===== src/design/operand_addr_calc.sv =====
// Addressing constants package and the 8-bit address arithmetic unit
package addr_mode_pkg;
    localparam int ADDR_W = 8;
    localparam logic [1:0] LEN_NONE  = 2'h0;
    localparam logic [1:0] LEN_TWO   = 2'h2;
    localparam logic [1:0] LEN_THREE = 2'h3;
    localparam logic [7:0] ZERO_BYTE = 8'h00;
    localparam logic [7:0] ONE_BYTE  = 8'h01;

    typedef enum logic [2:0] {
        MODE_DST_DIR     = 3'h0,
        MODE_DST_IDX     = 3'h1,
        MODE_DST_DIR_IMM = 3'h2,
        MODE_DST_IDX_IMM = 3'h3,
        MODE_MEM_MOV     = 3'h4,
        MODE_SRC_IND     = 3'h5,
        MODE_DST_IND     = 3'h6,
        MODE_ILLEGAL     = 3'h7
    } mode_t;
endpackage : addr_mode_pkg

`timescale 1ns/1ps
module operand_addr_calc #(
    parameter int WIDTH = addr_mode_pkg::ADDR_W
) (
    input  wire logic [WIDTH-1:0] base_in,
    input  wire logic [WIDTH-1:0] idx_in,
    input  wire logic             use_idx_in,
    input  wire logic [WIDTH-1:0] ptr_in,
    output logic      [WIDTH-1:0] sum_out,
    output logic      [WIDTH-1:0] inc_out
);
    if (WIDTH != 8)
    begin : g_bad_width
        $error("operand_addr_calc serves 8-bit addresses only");
    end

    // Carry out of the top bit is dropped on purpose
    assign sum_out = use_idx_in ? WIDTH'(base_in + idx_in) : base_in;
    assign inc_out = WIDTH'(ptr_in + WIDTH'(1));
endmodule : operand_addr_calc


===== src/design/cpu_operand_addressing.sv =====
// Operand addressing sequencer: effective address, memory and register space access
`timescale 1ns/1ps
module cpu_operand_addressing (
    input  wire logic                 clk_in,
    input  wire logic                 rst_n_in,
    input  wire logic                 start_in,
    input  wire addr_mode_pkg::mode_t mode_in,
    input  wire logic                 arith_in,
    input  wire logic                 src_x_in,
    input  wire logic                 reg_space_in,
    input  wire logic [7:0]           opnd1_in,
    input  wire logic [7:0]           opnd2_in,
    input  wire logic [7:0]           acc_in,
    input  wire logic [7:0]           idx_in,
    input  wire logic [7:0]           alu_result_in,
    input  wire logic [7:0]           rdata_in,
    output logic      [1:0]           len_out,
    output logic                      busy_out,
    output logic                      done_out,
    output logic      [7:0]           addr_out,
    output logic      [7:0]           wdata_out,
    output logic                      ram_rd_out,
    output logic                      ram_wr_out,
    output logic                      reg_rd_out,
    output logic                      reg_wr_out,
    output logic      [7:0]           alu_a_out,
    output logic      [7:0]           alu_b_out,
    output logic                      acc_load_out,
    output logic      [7:0]           acc_data_out
);
    typedef enum logic [2:0] {
        S_IDLE = 3'h0,
        S_CAP1 = 3'h1,
        S_CAP2 = 3'h2,
        S_WR   = 3'h3,
        S_INC  = 3'h4
    } state_t;

    state_t               state;
    state_t               next_state;
    addr_mode_pkg::mode_t mode_q;
    addr_mode_pkg::mode_t next_mode_q;
    logic       arith_q, next_arith_q;
    logic       space_q, next_space_q;
    logic [7:0] src_q, next_src_q;
    logic [7:0] ea_q, next_ea_q;
    logic [7:0] op1_q, next_op1_q;
    logic [7:0] ptr_q, next_ptr_q;
    logic [1:0] next_len;
    logic       next_busy, next_done;
    logic [7:0] next_addr, next_wdata;
    logic       next_ram_rd, next_ram_wr, next_reg_rd, next_reg_wr;
    logic [7:0] next_alu_a, next_alu_b;
    logic       next_acc_load;
    logic [7:0] next_acc_data;
    logic       bus_rd, bus_wr, bus_reg;
    logic       use_idx;
    logic [7:0] ea_sum;
    logic [7:0] ptr_inc;

    assign use_idx = (mode_in == addr_mode_pkg::MODE_DST_IDX)
                  || (mode_in == addr_mode_pkg::MODE_DST_IDX_IMM);

    operand_addr_calc #(
        .WIDTH (addr_mode_pkg::ADDR_W)
    ) u_calc (
        .base_in    (opnd1_in),
        .idx_in     (idx_in),
        .use_idx_in (use_idx),
        .ptr_in     (ptr_q),
        .sum_out    (ea_sum),
        .inc_out    (ptr_inc)
    );

    always_comb
    begin
        next_state    = state;
        next_mode_q   = mode_q;
        next_arith_q  = arith_q;
        next_space_q  = space_q;
        next_src_q    = src_q;
        next_ea_q     = ea_q;
        next_op1_q    = op1_q;
        next_ptr_q    = ptr_q;
        next_len      = len_out;
        next_busy     = busy_out;
        next_done     = 1'b0;
        next_addr     = addr_out;
        next_wdata    = wdata_out;
        next_alu_a    = alu_a_out;
        next_alu_b    = alu_b_out;
        next_acc_load = 1'b0;
        next_acc_data = acc_data_out;
        bus_rd        = 1'b0;
        bus_wr        = 1'b0;
        bus_reg       = space_q;
        unique case (state)
            S_IDLE:
            begin
                if (start_in)
                begin
                    next_mode_q  = mode_in;
                    next_arith_q = arith_in;
                    next_op1_q   = opnd1_in;
                    next_ea_q    = ea_sum;
                    // Space follows the opcode bit, never the operand value; move and indirect modes below force RAM
                    next_space_q = reg_space_in;
                    bus_reg      = reg_space_in;
                    next_busy    = 1'b1;
                    if (mode_in == addr_mode_pkg::MODE_DST_DIR && src_x_in)
                        next_src_q = idx_in;
                    else if (mode_in == addr_mode_pkg::MODE_DST_DIR_IMM
                          || mode_in == addr_mode_pkg::MODE_DST_IDX_IMM)
                        next_src_q = opnd2_in;
                    else
                        next_src_q = acc_in;
                    unique case (mode_in)
                        addr_mode_pkg::MODE_DST_DIR,
                        addr_mode_pkg::MODE_DST_IDX:
                            next_len = addr_mode_pkg::LEN_TWO;
                        addr_mode_pkg::MODE_DST_DIR_IMM,
                        addr_mode_pkg::MODE_DST_IDX_IMM:
                            next_len = addr_mode_pkg::LEN_THREE;
                        addr_mode_pkg::MODE_MEM_MOV:
                            next_len = addr_mode_pkg::LEN_THREE;
                        addr_mode_pkg::MODE_SRC_IND,
                        addr_mode_pkg::MODE_DST_IND:
                            next_len = addr_mode_pkg::LEN_TWO;
                        default:
                            next_len = addr_mode_pkg::LEN_NONE;
                    endcase
                    if (mode_in <= addr_mode_pkg::MODE_DST_IDX_IMM)
                    begin
                        next_addr = ea_sum;
                        if (arith_in)
                        begin
                            // Destination is also the second source
                            bus_rd     = 1'b1;
                            next_state = S_CAP1;
                        end
                        else
                        begin
                            bus_wr     = 1'b1;
                            next_wdata = next_src_q;
                            next_done  = 1'b1;
                            next_busy  = 1'b0;
                        end
                    end
                    else if (mode_in == addr_mode_pkg::MODE_MEM_MOV)
                    begin
                        next_space_q = 1'b0;
                        bus_reg      = 1'b0;
                        bus_rd       = 1'b1;
                        next_addr    = opnd2_in;
                        next_state   = S_CAP1;
                    end
                    else if (mode_in != addr_mode_pkg::MODE_ILLEGAL)
                    begin
                        next_space_q = 1'b0;
                        bus_reg      = 1'b0;
                        bus_rd       = 1'b1;
                        next_addr    = opnd1_in;
                        next_state   = S_CAP1;
                    end
                    else
                    begin
                        // Unknown modes finish at once with no access
                        next_done = 1'b1;
                        next_busy = 1'b0;
                    end
                end
            end
            S_CAP1:
            begin
                unique case (mode_q)
                    addr_mode_pkg::MODE_MEM_MOV:
                    begin
                        bus_wr     = 1'b1;
                        next_addr  = op1_q;
                        next_wdata = rdata_in;
                        next_done  = 1'b1;
                        next_busy  = 1'b0;
                        next_state = S_IDLE;
                    end
                    addr_mode_pkg::MODE_SRC_IND:
                    begin
                        next_ptr_q = rdata_in;
                        bus_rd     = 1'b1;
                        next_addr  = rdata_in;
                        next_state = S_CAP2;
                    end
                    addr_mode_pkg::MODE_DST_IND:
                    begin
                        next_ptr_q = rdata_in;
                        bus_wr     = 1'b1;
                        next_addr  = rdata_in;
                        next_wdata = src_q;
                        next_state = S_INC;
                    end
                    default:
                    begin
                        // ALU sees both sources one cycle before the write
                        next_alu_a = src_q;
                        next_alu_b = rdata_in;
                        next_state = S_WR;
                    end
                endcase
            end
            S_WR:
            begin
                bus_wr     = 1'b1;
                next_addr  = ea_q;
                next_wdata = alu_result_in;
                next_done  = 1'b1;
                next_busy  = 1'b0;
                next_state = S_IDLE;
            end
            S_CAP2:
            begin
                next_acc_load = 1'b1;
                next_acc_data = rdata_in;
                bus_wr        = 1'b1;
                next_addr     = op1_q;
                next_wdata    = ptr_inc;
                next_done     = 1'b1;
                next_busy     = 1'b0;
                next_state    = S_IDLE;
            end
            S_INC:
            begin
                bus_wr     = 1'b1;
                next_addr  = op1_q;
                next_wdata = ptr_inc;
                next_done  = 1'b1;
                next_busy  = 1'b0;
                next_state = S_IDLE;
            end
            default:
            begin
                next_state = S_IDLE;
                next_busy  = 1'b0;
            end
        endcase
        next_ram_rd = bus_rd & ~bus_reg;
        next_ram_wr = bus_wr & ~bus_reg;
        next_reg_rd = bus_rd & bus_reg;
        next_reg_wr = bus_wr & bus_reg;
    end

    always_ff @(posedge clk_in)
    begin
        if (!rst_n_in)
        begin
            state        <= S_IDLE;
            mode_q       <= addr_mode_pkg::MODE_DST_DIR;
            arith_q      <= 1'b0;
            space_q      <= 1'b0;
            src_q        <= addr_mode_pkg::ZERO_BYTE;
            ea_q         <= addr_mode_pkg::ZERO_BYTE;
            op1_q        <= addr_mode_pkg::ZERO_BYTE;
            ptr_q        <= addr_mode_pkg::ZERO_BYTE;
            len_out      <= addr_mode_pkg::LEN_NONE;
            busy_out     <= 1'b0;
            done_out     <= 1'b0;
            addr_out     <= addr_mode_pkg::ZERO_BYTE;
            wdata_out    <= addr_mode_pkg::ZERO_BYTE;
            ram_rd_out   <= 1'b0;
            ram_wr_out   <= 1'b0;
            reg_rd_out   <= 1'b0;
            reg_wr_out   <= 1'b0;
            alu_a_out    <= addr_mode_pkg::ZERO_BYTE;
            alu_b_out    <= addr_mode_pkg::ZERO_BYTE;
            acc_load_out <= 1'b0;
            acc_data_out <= addr_mode_pkg::ZERO_BYTE;
        end
        else
        begin
            state        <= next_state;
            mode_q       <= next_mode_q;
            arith_q      <= next_arith_q;
            space_q      <= next_space_q;
            src_q        <= next_src_q;
            ea_q         <= next_ea_q;
            op1_q        <= next_op1_q;
            ptr_q        <= next_ptr_q;
            len_out      <= next_len;
            busy_out     <= next_busy;
            done_out     <= next_done;
            addr_out     <= next_addr;
            wdata_out    <= next_wdata;
            ram_rd_out   <= next_ram_rd;
            ram_wr_out   <= next_ram_wr;
            reg_rd_out   <= next_reg_rd;
            reg_wr_out   <= next_reg_wr;
            alu_a_out    <= next_alu_a;
            alu_b_out    <= next_alu_b;
            acc_load_out <= next_acc_load;
            acc_data_out <= next_acc_data;
        end
    end

    logic       go;
    logic [7:0] chk_sum;
    assign go      = start_in && state == S_IDLE;
    assign chk_sum = 8'(opnd1_in + idx_in);

    a_len_direct: assert property (
        @(posedge clk_in) disable iff (!rst_n_in)
        go && (mode_in == addr_mode_pkg::MODE_DST_DIR || mode_in == addr_mode_pkg::MODE_DST_IDX)
        |=> len_out == addr_mode_pkg::LEN_TWO) else $error("direct length wrong");
    a_len_immediate: assert property (
        @(posedge clk_in) disable iff (!rst_n_in)
        go && (mode_in == addr_mode_pkg::MODE_DST_DIR_IMM
            || mode_in == addr_mode_pkg::MODE_DST_IDX_IMM)
        |=> len_out == addr_mode_pkg::LEN_THREE) else $error("immediate length wrong");
    a_len_indirect: assert property (
        @(posedge clk_in) disable iff (!rst_n_in)
        go && (mode_in == addr_mode_pkg::MODE_SRC_IND || mode_in == addr_mode_pkg::MODE_DST_IND)
        |=> len_out == addr_mode_pkg::LEN_TWO) else $error("indirect length wrong");
    a_direct_addr: assert property (
        @(posedge clk_in) disable iff (!rst_n_in)
        go && mode_in == addr_mode_pkg::MODE_DST_DIR && !arith_in
        |=> (ram_wr_out || reg_wr_out) && addr_out == $past(opnd1_in) && done_out)
        else $error("direct write address wrong");
    a_space_select: assert property (
        @(posedge clk_in) disable iff (!rst_n_in)
        go && mode_in == addr_mode_pkg::MODE_DST_DIR && !arith_in
        |=> reg_wr_out == $past(reg_space_in) && ram_wr_out == !$past(reg_space_in))
        else $error("space select wrong");
    a_indexed_acc: assert property (
        @(posedge clk_in) disable iff (!rst_n_in)
        go && mode_in == addr_mode_pkg::MODE_DST_IDX && !arith_in
        |=> addr_out == $past(chk_sum) && wdata_out == $past(acc_in))
        else $error("indexed address or source wrong");
    a_idx_immediate: assert property (
        @(posedge clk_in) disable iff (!rst_n_in)
        go && mode_in == addr_mode_pkg::MODE_DST_IDX_IMM && !arith_in
        |=> addr_out == $past(chk_sum) && wdata_out == $past(opnd2_in))
        else $error("indexed immediate wrong");
    a_arith_read: assert property (
        @(posedge clk_in) disable iff (!rst_n_in)
        go && mode_in <= addr_mode_pkg::MODE_DST_IDX_IMM && arith_in
        |=> (ram_rd_out || reg_rd_out) ##1 1'b1 ##1 (ram_wr_out || reg_wr_out)
            && wdata_out == $past(alu_result_in)) else $error("arith sequence wrong");
    a_mem_move: assert property (
        @(posedge clk_in) disable iff (!rst_n_in)
        go && mode_in == addr_mode_pkg::MODE_MEM_MOV
        |=> ram_rd_out && !reg_rd_out && addr_out == $past(opnd2_in)
        ##1 ram_wr_out && !reg_wr_out && wdata_out == $past(rdata_in) && done_out)
        else $error("memory move wrong");
    a_src_indirect: assert property (
        @(posedge clk_in) disable iff (!rst_n_in)
        go && mode_in == addr_mode_pkg::MODE_SRC_IND
        |=> ram_rd_out ##1 ram_rd_out && addr_out == $past(rdata_in)
        ##1 acc_load_out && ram_wr_out && wdata_out == 8'($past(addr_out) + 8'h01))
        else $error("source indirect wrong");
    a_dst_indirect: assert property (
        @(posedge clk_in) disable iff (!rst_n_in)
        go && mode_in == addr_mode_pkg::MODE_DST_IND
        |=> ram_rd_out ##1 ram_wr_out && wdata_out == $past(acc_in, 2)
        ##1 ram_wr_out && done_out && wdata_out == 8'($past(addr_out) + 8'h01))
        else $error("destination indirect wrong");
endmodule : cpu_operand_addressing


===== config.mk =====
export PLATFORM = sky130hd
export DESIGN_NAME = cpu_operand_addressing
export DESIGN_NICKNAME = d
export VERILOG_FILES = /design/src/design/operand_addr_calc.sv /design/src/design/cpu_operand_addressing.sv
export SDC_FILE = /design/constraint.sdc
export NUM_CORES = 1
export LEC_CHECK = 0
export CORE_UTILIZATION = 55
export CTS_BUF_LIST = sky130_fd_sc_hd__clkbuf_4
export DETAILED_ROUTE_END_ITERATION = 10
export DONT_BUFFER_PORTS = 1
export HOLD_SLACK_MARGIN = 0.03
export PLACE_DENSITY = 0.71
export SLEW_MARGIN = 20
export SYNTH_ARGS = -nofsm -noshare
export SYNTH_HDL_FRONTEND = slang
export SYNTH_SLANG_ARGS = --single-unit

===== constraint.sdc =====
create_clock -name clk_in -period 3 [get_ports clk_in]
set_input_delay 0.45 -clock clk_in [delete_from_list [all_inputs] [get_ports clk_in]]
set_output_delay 0.45 -clock clk_in [all_outputs]
set_load 0.01 [all_outputs]

Word level (Yosys, flattened, before mapping)
Cells that the tools add are included.
{ "totals": {"reg_bits": 88, "out_inout_bits": 49, "elab_cells": 120} }
{ "op_classes": {"n_addsub": 2, "n_lt_le_gt_ge": 1, "eq_ne": 22, "n_mux": 49, "bitwise": 6, "n_reduce_logical": 20} }
{ "ops": {"columns": ["operator", "n"], "rows": [
  ["$mux 8", 10],
  ["$pmux 8 s4", 2],
  ["$pmux 8 s2", 2],
  ["$mux 1", 23],
  ["$eq 3x3->1 const B", 7],
  ["$mux 3", 5],
  ["$eq 3x2->1 const B", 4],
  ["$ne 3x3->1 const B", 4],
  ["$pmux 3 s3", 1],
  ["$reduce_or 3->1", 3],
  ["$add 8x1->8 const B", 1],
  ["$add 8x8->8", 1],
  ["$ne 2x2->1 const B", 4],
  ["$reduce_and 2->1", 4],
  ["$eq 3x1->1 const B", 2],
  ["$logic_not 3->1", 2],
  ["$pmux 1 s3", 2],
  ["$pmux 3 s2", 1],
  ["$reduce_or 2->1", 3],
  ["$reduce_and 5->1", 1],
  ["$and 1x1->1", 4],
  ["$ne 4x4->1 const B", 1],
  ["$pmux 1 s2", 2],
  ["$pmux 2 s2", 1],
  ["other kinds (8)", 10]
]} }

Longest topological paths before layout
Gate-level depths: netlist of the first run.
{ "depth": {"ltp_word": 8, "depth_mapped": 8, "ltp_nobuf": 8} }

By module
From an unflattened synthesis of the first run, not the netlist that was laid out.
{ "unflattened": {"hier_cells": 603, "area_unflattened_um2": 4858.4} }
{ "modules_own_cells": {"columns": ["module", "n_inst", "cells_each", "area_per_inst_um2", "seq_area_each_um2"], "rows": [
  ["cpu_operand_addressing", 1, 530, 4310.4, 1761.7],
  ["operand_addr_calc", 1, 73, 548.0, 0.0]
]} }

Worst setup path before layout of the first run
OpenSTA, ideal clock, no wires.
{ "synth_timing": {"kind": "input -> register", "startpoint": "input opnd1_in[2]", "endpoint": "register ea_q[7]", "setup_ns": 0.091, "arrival_time_ns": 2.183, "required_ns": 2.909, "slack_ns": 0.726, "cell_stages": 6, "path_buffers": 0, "cell_sequence": "ha_1 -> o211a_4 -> a2111oi_4 -> nor3_2 -> or4_1 -> a311oi_1"} }
{ "synth_between": {"elab_chain_len": 2} }
{ "synth_rtl": {"columns": ["element", "line", "source"], "rows": [
  ["start: declaration", "cpu_operand_addressing.sv:11", "input wire logic [7:0] opnd1_in,"],
  ["$add 8x8->8", null, null],
  ["$mux 8", "operand_addr_calc.sv:39", "assign sum_out = use_idx_in ? WIDTH'(base_in + idx_in) : base_in;"],
  ["end signal: assignment", "cpu_operand_addressing.sv:259", "ea_q <= addr_mode_pkg::ZERO_BYTE;"],
  ["end signal: assignment", "cpu_operand_addressing.sv:283", "ea_q <= next_ea_q;"],
  ["end: declaration", "cpu_operand_addressing.sv:46", "logic [7:0] ea_q, next_ea_q;"]
]} }
Every way passes these cells.
A chain may end at the register's enable or synchronous reset.

Worst setup path after layout of the first run
{ "layout_timing": {"startpoint": "register state[2]", "endpoint": "register addr_out[3]"} }
{ "layout_between": {"elab_chain_len": 4} }
{ "layout_rtl": {"columns": ["element", "line", "source"], "rows": [
  ["start: declaration", "cpu_operand_addressing.sv:39", "state_t state;"],
  ["start signal: assignment", "cpu_operand_addressing.sv:278", "state <= next_state;"],
  ["$eq 3x3->1 or $eq 3x2->1 (tied branches)", "cpu_operand_addressing.sv:97", "unique case (state)"],
  ["$reduce_or 2->1 (no source line)", null, null],
  ["$reduce_bool 4->1 (no source line)", null, null],
  ["$reduce_and 4->1 (no source line)", null, null],
  ["end signal: assignment", "cpu_operand_addressing.sv:265", "addr_out <= addr_mode_pkg::ZERO_BYTE;"],
  ["end signal: assignment", "cpu_operand_addressing.sv:289", "addr_out <= next_addr;"],
  ["end: declaration", "cpu_operand_addressing.sv:20", "output logic [7:0] addr_out,"]
]} }
Several ways; a longest one is shown, not always the timed one.

==> run_results.csv, run 1 <==
group,metric,value,unit
layout,n_fill_cell,775,
floorplan,dieWidth,95.0,um
sta,min_period,2.47,ns
placed_design,io_buffers,0,
routing,vias,4245,
synth,synth_area_per_cell,8.28,um2
global_routing,grt.overflow.total,0,
power,p_leak,1.83,nW
layout,drive_above_1_share,5.94,%
layout,fin_nets,617,
synth,synthCells,575,
power,seqPwrFrac,52.5,%
routing,dr.pass1.iters,7,
global_routing,grt_antenna_before_repair,0,
setup_path,crit_slowest_cell,"dfxtp_1",
routing,wl_per_cell,20.3,um
layout,fin_util,59.5,%
setup_path,startpoint_type,"flop",
synth,async_flop_share,0,%
power,pwr-share-comb,19.4,%
global_routing,grt_pass1_wl,20600,um
layout,design_area,4940,um2
layout,diodes,0,
sta,rsz0062_at_grt,"no",
sta,worst_pin_slew,0.726,ns
cts,cts_hold_buf,0,
power,p_sw_share,30.4,%
setup_path,crit_required,3.33,ns
routing,ant_nets,0,
cts,ctsResizeCount,0,
routing,vias_per_cell,6.42,
floorplan,dieHeight,95.0,um
setup_path,slowest_delay,0.78,ns
sta,skew,0.0126,ns
synth,synth.cell_area,4760,um2
placed_design,placed_cells,645,
synth,ys_seq_area_share,37.0,%
setup_path,critPathMaxFanout,18,
synth,ys.flop_type,"dfxtp_1",
setup_path,path_class,"reg2reg",
sta,period_share,82.4,%
routing,drc,0,
layout,regArea,1760,um2
power,irDropWorstVdd,0.346,mV
placed_design,dpl_cell_area,4780,um2
cts,cts.reportedPaths.clkPinSlew,0.13,ns
cts,cts.sinks,88,
min_path,hold_class,"in2reg",
synth,yosys.area.top_type,"dfxtp_1",
power,p_switching,778,uW
run,drv_cap,0,
outcome,status,"finished clean",
floorplan,start_util,57.4,%
cts,cts_root_buf,"clkbuf_4",
synth,ys_ff_latch,88,
setup_path,crit_chain,"or3b_1 > o21ai_1 > nor2_1 > nand2_1 > o41ai_1",
setup_path,critPathCaptureType,"flop",
global_routing,grt_use_total,30.0,%
routing,drtIter0Drc,280,
power,powerDensity,519,nW/um2
sta,relSlewSlack,51.5,%
synth,synth_cell_types,77,
synth,synth_most_common_cell,"dfxtp_1",
placed_design,gp_congestion,0.890,
synth,yosysWarnings,0,
global_routing,grt_start_max_net_pins,53,
synth,synth_edf_count,0,
synth,netlist_top_cells_count,"88 x dfxtp_1, 87 x nand2_1, 51 x a21oi_1",
power,pwr-share-clk,28.1,%
cts,clk_latency,0.44,ns
placed_design,dp_hpwl,9550,um
setup_path,crit_family,"simple AND/OR/NAND/NOR gates",
cts,cts_buffer_depth,2,
floorplan,design.core.area,8300,um2
routing,wl,13400,um
synth,yosys-top-cells-area,"dfxtp_1 37%, mux2i_1 8.2%, nand2_1 6.9%",
power,p_int,1.78,mW
floorplan,die_area,9030,um2
floorplan,io_pins,106,
sta,setup_viol,0,
cts,cts_tree,"yes",
sta,hold_viol_final,0,
cts,cts_htree_levels,3,
layout,final_cells,661,
floorplan,rows,33,
layout,multi_input_area,2790,um2
sta,drv_slew,0,
layout,area_growth,3.73,%
sta,fmaxAchievable,405,MHz
setup_path,crit_arrival,2.81,ns
synth,synth_fp_nets,641,
global_routing,grt_pass1_vias,3954,
cts,cts_made_buffers,9,
sta,fin_setup_tns,0,ns
synth,synth_top_area_share,37.0,%
setup_path,path_buf_inv,0,
cts,postCtsSetupBuffers,0,
==> power by group through the flow <==
stage	registers (mW)	clock network [mW]	logic (mW)
finish	1.35	0.720	0.496
global route	1.36	0.778	0.541
CTS	1.35	0.739	0.491
detailed placement	1.37	0	0.487
global placement	1.37	0	0.476
floorplan	1.34	0	0.410
==> kinds of logic after synthesis <==
family                     synth area share [%]
AOI/OAI and AO/OA                          23.1
xor gates and xnor gates                   1.84
adders and majority gates                  2.52
buffers and inverters                      4.76
DFF                                        37.0
muxes                                      9.15
and+or+nand+nor                            21.6
==> routing by layer <==
layer	up-vias	routed length, um	global-route usage [%]	part of all wire (%)
met2	186	6460	49.9	48
met3	15	1140	8.61	8.5
li1	2035	-	-	-
met1	2009	5580	38.0	42
met5	-	0	0	0
met4	0	228	7.58	1.7
==> through the flow <==
step / hold WS (ns) / power, mW / worst slack (ns)
floorplan: 0.431 / 1.75 / 0.726
global placement: 0.442 / 1.85 / 0.643
detailed placement: 0.449 / 1.86 / 0.604
CTS: 0.0884 / 2.57 / 0.584
global route: 0.0864 / 2.68 / 0.363
finish: 0.103 / 2.56 / 0.528
==> path summary, 6_finish.rpt <==
path / cells past startpoint / slack, ns / from / end
worst max register to register: 5 / 0.53 / state[2]$_SDFFE_PN0P_ / addr_out[3]$_SDFFE_PN0P_
worst min-delay path: 2 / 0.10 / rst_n_in / done_out$_SDFF_PN0_
worst min register to register: 2 / 0.47 / op1_q[1]$_SDFFE_PN0P_ / op1_q[1]$_SDFFE_PN0P_
worst max-delay path: 5 / 0.53 / state[2]$_SDFFE_PN0P_ / addr_out[3]$_SDFFE_PN0P_
==> state kept, by name, indices dropped and copies added, names as in the netlist, 8 cells and up <==
signal and flops:
wdata_out 8, acc_data_out 8, src_q 8, alu_a_out 8, op1_q 8, ptr_q 8
addr_out 8, ea_q 8, alu_b_out 8
==> cell type report <==
type	count	share of cell area, %
Multi-Input combinational cell	431	56.4
Sequential cell	88	35.7
Tap cell	105	2.66
Clock inverter	7	1.75
Clock buffer	9	1.37
Timing Repair Buffer	7	1.06
Inverter	14	1.06
==> cells in the final DEF, fill, tap and decap left out, types with 6 or more instances in the layout <==
cell and n:
mux2i_1 39, nand2_1 87, dfxtp_1 88, nor3_1 7, inv_1 11, nor2b_1 8, buf_4 7, o21ai_0 16
ha_1 8, a21oi_1 51, xnor2_1 7, nor2_1 50, o21ai_1 8, nand3_1 10, and3_1 6, a22oi_1 6
nand2b_1 6, clkbuf_4 9
No activity file was read; power rests on OpenSTA's default activity.
==> inputs of run 2 (changes only) <==
--- a/config.mk
+++ b/config.mk
@@ -5,6 +5,7 @@
 export SDC_FILE = /design/constraint.sdc
 export NUM_CORES = 1
 export LEC_CHECK = 0
+export ABC_AREA = 1
 export CORE_UTILIZATION = 55
 export CTS_BUF_LIST = sky130_fd_sc_hd__clkbuf_4
 export DETAILED_ROUTE_END_ITERATION = 10
==> constraint.sdc (replaced) <==
create_clock -name clk_in -period 2.36 [get_ports clk_in]
set_input_delay 0.354 -clock clk_in [delete_from_list [all_inputs] [get_ports clk_in]]
set_output_delay 0.354 -clock clk_in [all_outputs]
set_load 0.01 [all_outputs]
==> run_results.csv, run 2 <==
group,metric,value,unit
outcome,status,"finished clean",
global_routing,grt_pass1_wl,22500,um
synth,async_flop_share,0,%
layout,n_fill_cell,771,
setup_path,crit_chain,"inv_2 > nor2_2 > nand2_2 > nand2_4 > inv_2 > nand2_2 > inv_1 > nand2_1 > o21ai_0 > nor2_1 > nor2_1",
setup_path,critPathMaxFanout,15,
setup_path,crit_family,"simple AND/OR/NAND/NOR gates",
floorplan,die_area,8690,um2
floorplan,io_pins,106,
synth,synth_top_area_share,38.5,%
cts,cts_made_buffers,9,
synth,yosys-top-cells-area,"dfxtp_1 39%, nand2_1 12%, a21oi_1 7.4%",
sta,worst_pin_slew,1.13,ns
synth,synth_top_family_by_area,"simple AND/OR/NAND/NOR gates",
synth,synth_edf_count,0,
global_routing,grt_start_max_net_pins,33,
placed_design,gp_congestion,0.976,
synth,synth_fp_nets,730,
run,drv_cap,0,
cts,cts_tree,"yes",
sta,skew,0.0248,ns
cts,cts_htree_levels,3,
cts,ctsResizeCount,0,
synth,ys_ff_latch,88,
setup_path,path_buf_inv,3,
synth,synth-compound-area-share,22.0,%
cts,cts.sinks,88,
global_routing,grt_antenna_before_repair,0,
power,powerDensity,695,nW/um2
setup_path,crit_slowest_cell,"dfxtp_1",
sta,relSlewSlack,24.2,%
min_path,hold_class,"in2reg",
layout,fin_nets,730,
synth,synthXorXnorAreaFrac,0.383,%
layout,regArea,1760,um2
routing,wl_per_cell,18.5,um
layout,final_common_cell,"nand2_1",
layout,diodes,0,
floorplan,rows,32,
sta,hold_viol_final,0,
routing,vias_per_cell,5.96,
synth,synthCells,664,
sta,fin_setup_tns,0,ns
routing,dr.pass1.iters,5,
cts,cts.reportedPaths.clkPinSlew,0.16,ns
cts,postCtsSetupBuffers,0,
layout,drive_above_1_share,8.67,%
routing,ant_nets,0,
synth,ys.flop_type,"dfxtp_1",
floorplan,design.core.area,7890,um2
power,irDropWorstVdd,0.350,mV
sta,rsz0062_at_grt,"no",
setup_path,path_class,"reg2reg",
routing,wl,14200,um
placed_design,dp_hpwl,10500,um
layout,area_growth,5.83,%
synth,synth_simple_gate_area_share,26.4,%
synth,synth_cell_types,43,
sta,drv_slew,0,
layout,final_cell_mix,"143 x nand2_1, 88 x dfxtp_1, 72 x inv_1",
routing,drc,0,
floorplan,dieWidth,93.2,um
setup_path,crit_required,2.73,ns
synth,synth_most_common_cell,"nand2_1",
layout,multi_input_area,2370,um2
routing,drtIter0Drc,310,
power,totalPowerFinal,3.36,mW
setup_path,critPathCaptureType,"flop",
placed_design,io_buffers,0,
synth,ys_seq_area_share,38.5,%
synth,netlist_top_cells_count,"143 x nand2_1, 88 x dfxtp_1, 72 x inv_1",
routing,vias,4598,
power,p_leak,2.16,nW
cts,clk_latency,0.46,ns
cts,cts_hold_buf,6,
synth,yosys.area.top_type,"dfxtp_1",
cts,cts_buffer_depth,2,
synth,yosysWarnings,0,
setup_path,startpoint_type,"flop",
cts,cts_root_buf,"clkbuf_4",
setup_path,crit_arrival,2.33,ns
floorplan,start_util,58.0,%
sta,setup_viol,0,
synth,synth.cell_area,4570,um2
sta,min_period,1.96,ns
sta,fmaxAchievable,510,MHz
floorplan,dieHeight,93.2,um
setup_path,slowest_delay,0.48,ns
synth,synthMuxAreaShare,0.465,%
global_routing,grt.overflow.total,0,
synth,synth_area_per_cell,6.89,um2
global_routing,grt_pass1_vias,4392,
global_routing,grt_use_total,34.2,%
sta,period_share,83.0,%
synth,synth_fa_ha_area_share,2.63,%
-- run 2: kinds of logic (layout without fill, tap and decap cells) --
kind of cell / after synthesis / count (layout)
adders and majority gates: 9 / 9
AOI/OAI and AO/OA: 180 / 180
muxes: 2 / 2
xor gates and xnor gates: 2 / 2
DFF: 88 / 88
and+or+nand+nor: 276 / 276
buffers and inverters: 107 / 112
-- run 2: metal layers --
metal	global-route usage (%)	wire, um	vias up
li1	-	-	2187
met2	55.6	6600	243
met4	16.3	569	0
met3	8.54	1330	47
met1	42.4	5730	2121
met5	0	0	-
-- run 2: final cells by class --
cell class                      instances  share of cell area [%]
Multi-Input combinational cell        469                    49.0
Clock inverter                          7                    1.76
Sequential cell                        88                    36.4
Tap cell                              102                    2.64
Timing Repair Buffer                   13                    2.38
Inverter                               83                    6.44
Clock buffer                            9                    1.40
-- run 2: power breakdown --
| group | switching [mW] | internal, mW |
|---|---|---|
| Combinational | 0.455 | 0.222 |
| Clock | 0.584 | 0.347 |
| Sequential | 0.132 | 1.62 |
| Total | 1.17 | 2.19 |
-- run 2: stage by stage --
stage          instances  area [um2]  utilization (%)  hold slack, ns  setup WS, ns
2_1_floorplan        664        4570                -           0.427         0.747
3_3_place_gp         748        4620             58.6           0.477         0.476
3_5_place_dp         748        4620             58.6           0.484         0.447
4_1_cts              770        4830             61.2          0.0318         0.450
5_1_grt              771        4840             61.4          0.0301         0.257
6_report             771        4840             61.4          0.0419         0.401
-- run 2: path summary, 6_finish.rpt --
| path | to | depth (start not counted) | slack (ns) | startpoint |
|---|---|---|---|---|
| worst max-delay path | wdata_out[6]$_SDFFE_PN0P_ | 11 | 0.40 | state[1]$_SDFFE_PN0P_ |
| worst min-delay path | addr_out[0]$_SDFFE_PN0P_ | 2 | 0.04 | rst_n_in |
| worst max register to register | wdata_out[6]$_SDFFE_PN0P_ | 11 | 0.40 | state[1]$_SDFFE_PN0P_ |
| worst min register to register | ea_q[1]$_SDFFE_PN0P_ | 2 | 0.51 | ea_q[1]$_SDFFE_PN0P_ |
==> inputs of run 3 (changes only) <==
==> constraint.sdc (replaced) <==
create_clock -name clk_in -period 1.85 [get_ports clk_in]
set_input_delay 0.2775 -clock clk_in [delete_from_list [all_inputs] [get_ports clk_in]]
set_output_delay 0.2775 -clock clk_in [all_outputs]
set_load 0.01 [all_outputs]
==> run_results.csv, run 3 (same netlist as run 2, synthesis figures left out) <==
group,metric,value,unit
routing,vias_per_cell,5.85,
setup_path,critPathCaptureType,"flop",
floorplan,die_area,8690,um2
floorplan,dieWidth,93.2,um
routing,ant_nets,0,
sta,hold_viol_final,0,
run,drv_cap,0,
sta,worst_pin_slew,0.516,ns
power,irDropWorstVdd,0.542,mV
setup_path,slowest_delay,0.36,ns
placed_design,gp_congestion,0.940,
cts,cts.sinks,88,
sta,relSlewSlack,65.5,%
routing,wl_per_cell,17.6,um
layout,fin_nets,751,
sta,setup_viol,0,
sta,skew,0.0208,ns
layout,n_fill_cell,725,
routing,drc,0,
setup_path,reg2reg_to,"wdata_out[2]$_SDFFE_PN0P_",
min_path,whs_endpoint,"len_out[0]$_SDFFE_PN0P_",
layout,drive_above_1_share,10.1,%
setup_path,crit_slowest_cell,"dfxtp_1",
placed_design,dp_hpwl,10200,um
placed_design,io_buffers,0,
layout,area_growth,10.2,%
floorplan,dieHeight,93.2,um
routing,wl,13900,um
sta,period_share,92.6,%
cts,cts_root_buf,"clkbuf_4",
floorplan,rows,32,
min_path,hp-start,"mode_in[2]",
setup_path,critPathMaxFanout,9,
routing,drtIter0Drc,285,
sta,min_period,1.71,ns
layout,final_common_cell,"nand2_1",
setup_path,path_class,"reg2reg",
global_routing,grt_pass1_wl,22200,um
global_routing,grt_pass1_vias,4425,
setup_path,startpoint_type,"flop",
layout,diodes,0,
layout,design_area,5040,um2
sta,drv_slew,0,
sta,rsz0062_at_grt,"no",
global_routing,grt_antenna_before_repair,0,
cts,cts_buffer_depth,2,
routing,vias,4633,
setup_path,worst_path_most_repeated_cell,"nand2_1",
outcome,status,"finished clean",
global_routing,grt_start_max_net_pins,48,
global_routing,grt_use_total,33.5,%
cts,cts_tree,"yes",
layout,final_cell_mix,"143 x nand2_1, 87 x dfxtp_1, 72 x inv_1",
sta,fin_setup_tns,0,ns
setup_path,r2r_slack,0.14,ns
cts,clk_latency,0.47,ns
setup_path,crit_required,2.25,ns
sta,fmaxAchievable,584,MHz
min_path,hold_class,"in2reg",
min_path,hold_path_depth,2,
floorplan,design.core.area,7890,um2
power,powerDensity,857,nW/um2
setup_path,rr_worst_depth,10,
power,p_leak,2.26,nW
floorplan,start_util,58.0,%
global_routing,grt.overflow.total,0,
cts,cts_htree_levels,3,
cts,cts_made_buffers,9,
placed_design,dpl_cell_area,4690,um2
setup_path,crit_arrival,2.11,ns
setup_path,crit_chain,"inv_1 > nor2_1 > nand2_1 > inv_1 > nand2_1 > o22ai_1 > nor2_1 > nand2_1 > nand2_1 > a21oi_1",
routing,dr.pass1.iters,6,
setup_path,r2r_start,"mode_q[2]$_SDFFE_PN0P_",
floorplan,io_pins,106,
cts,cts.reportedPaths.clkPinSlew,0.15,ns
-- run 3: cell type report --
type / count / area [um2] / share of cell area, %
Multi-Input combinational cell: 469 / 2370 / 47.0
Sequential cell: 88 / 1760 / 35.0
Timing Repair Buffer: 34 / 323 / 6.40
Inverter: 83 / 312 / 6.18
Tap cell: 102 / 128 / 2.53
Clock inverter: 7 / 77.6 / 1.54
Clock buffer: 9 / 67.6 / 1.34
-- run 3: per-stage QoR --
step / std cells / power [mW] / hold WS (ns) / util (%) / setup WS (ns)
after CTS: 791 / 4.28 / 0.0375 / 63.7 / 0.0825
after floorplan: 664 / 2.90 / 0.412 / - / 0.314
after global routing: 792 / 4.54 / 0.0338 / 63.9 / 0.0290
after detailed placement: 757 / 3.12 / 0.421 / 59.4 / 0.0207
final: 792 / 4.32 / 0.0248 / 63.9 / 0.136
after global placement: 757 / 3.10 / 0.418 / 59.4 / 0.00805
-- run 3: what timing repair did --
action	4_1_cts	5_1_grt
endpoints found under the hold margin	62	0
setup buffers	0	1
resized for setup	0	1
endpoints found under the setup margin	0	10
hold buffers	18	0
-- run 3: how the worst max path moves through the flow --
stage                                           end  cells past startpoint  slack (ns)                    from
final                     wdata_out[2]$_SDFFE_PN0P_                     10        0.14  mode_q[2]$_SDFFE_PN0P_
after global routing      wdata_out[5]$_SDFFE_PN0P_                     11        0.03   state[1]$_SDFFE_PN0P_
after CTS                  addr_out[4]$_SDFFE_PN0P_                      9        0.08   state[1]$_SDFFE_PN0P_
after detailed placement  wdata_out[0]$_SDFFE_PN0P_                      8        0.02              mode_in[2]
after global placement    wdata_out[0]$_SDFFE_PN0P_                      8       0.008              mode_in[2]
after floorplan            addr_out[1]$_SDFFE_PN0P_                     10        0.31             opnd1_in[0]
-- run 3: power breakdown --
group | switching, mW | leakage [nW] | total [mW] | internal, mW
Combinational | 0.596 | 1.46 | 0.933 | 0.337
Clock | 0.722 | 0.0826 | 1.15 | 0.429
Sequential | 0.167 | 0.723 | 2.24 | 2.07
-- run 3: routing by layer --
layer  track usage, %  share of wire (%)  up-vias
met5                0                  0        -
met1             40.2                 41     2098
met2             55.3                 47      243
met4             17.7                4.5        0
li1                 -                  -     2233
met3             7.80                7.8       59
-- run 3: critical path: cells and delay by family (launching register included) --
family	cells	cell delay [ns]
AND/OR/NAND/NOR	6	0.72
AO/OA/AOI/OAI	2	0.28
flip-flops	1	0.36
buffers and inverters	2	0.31
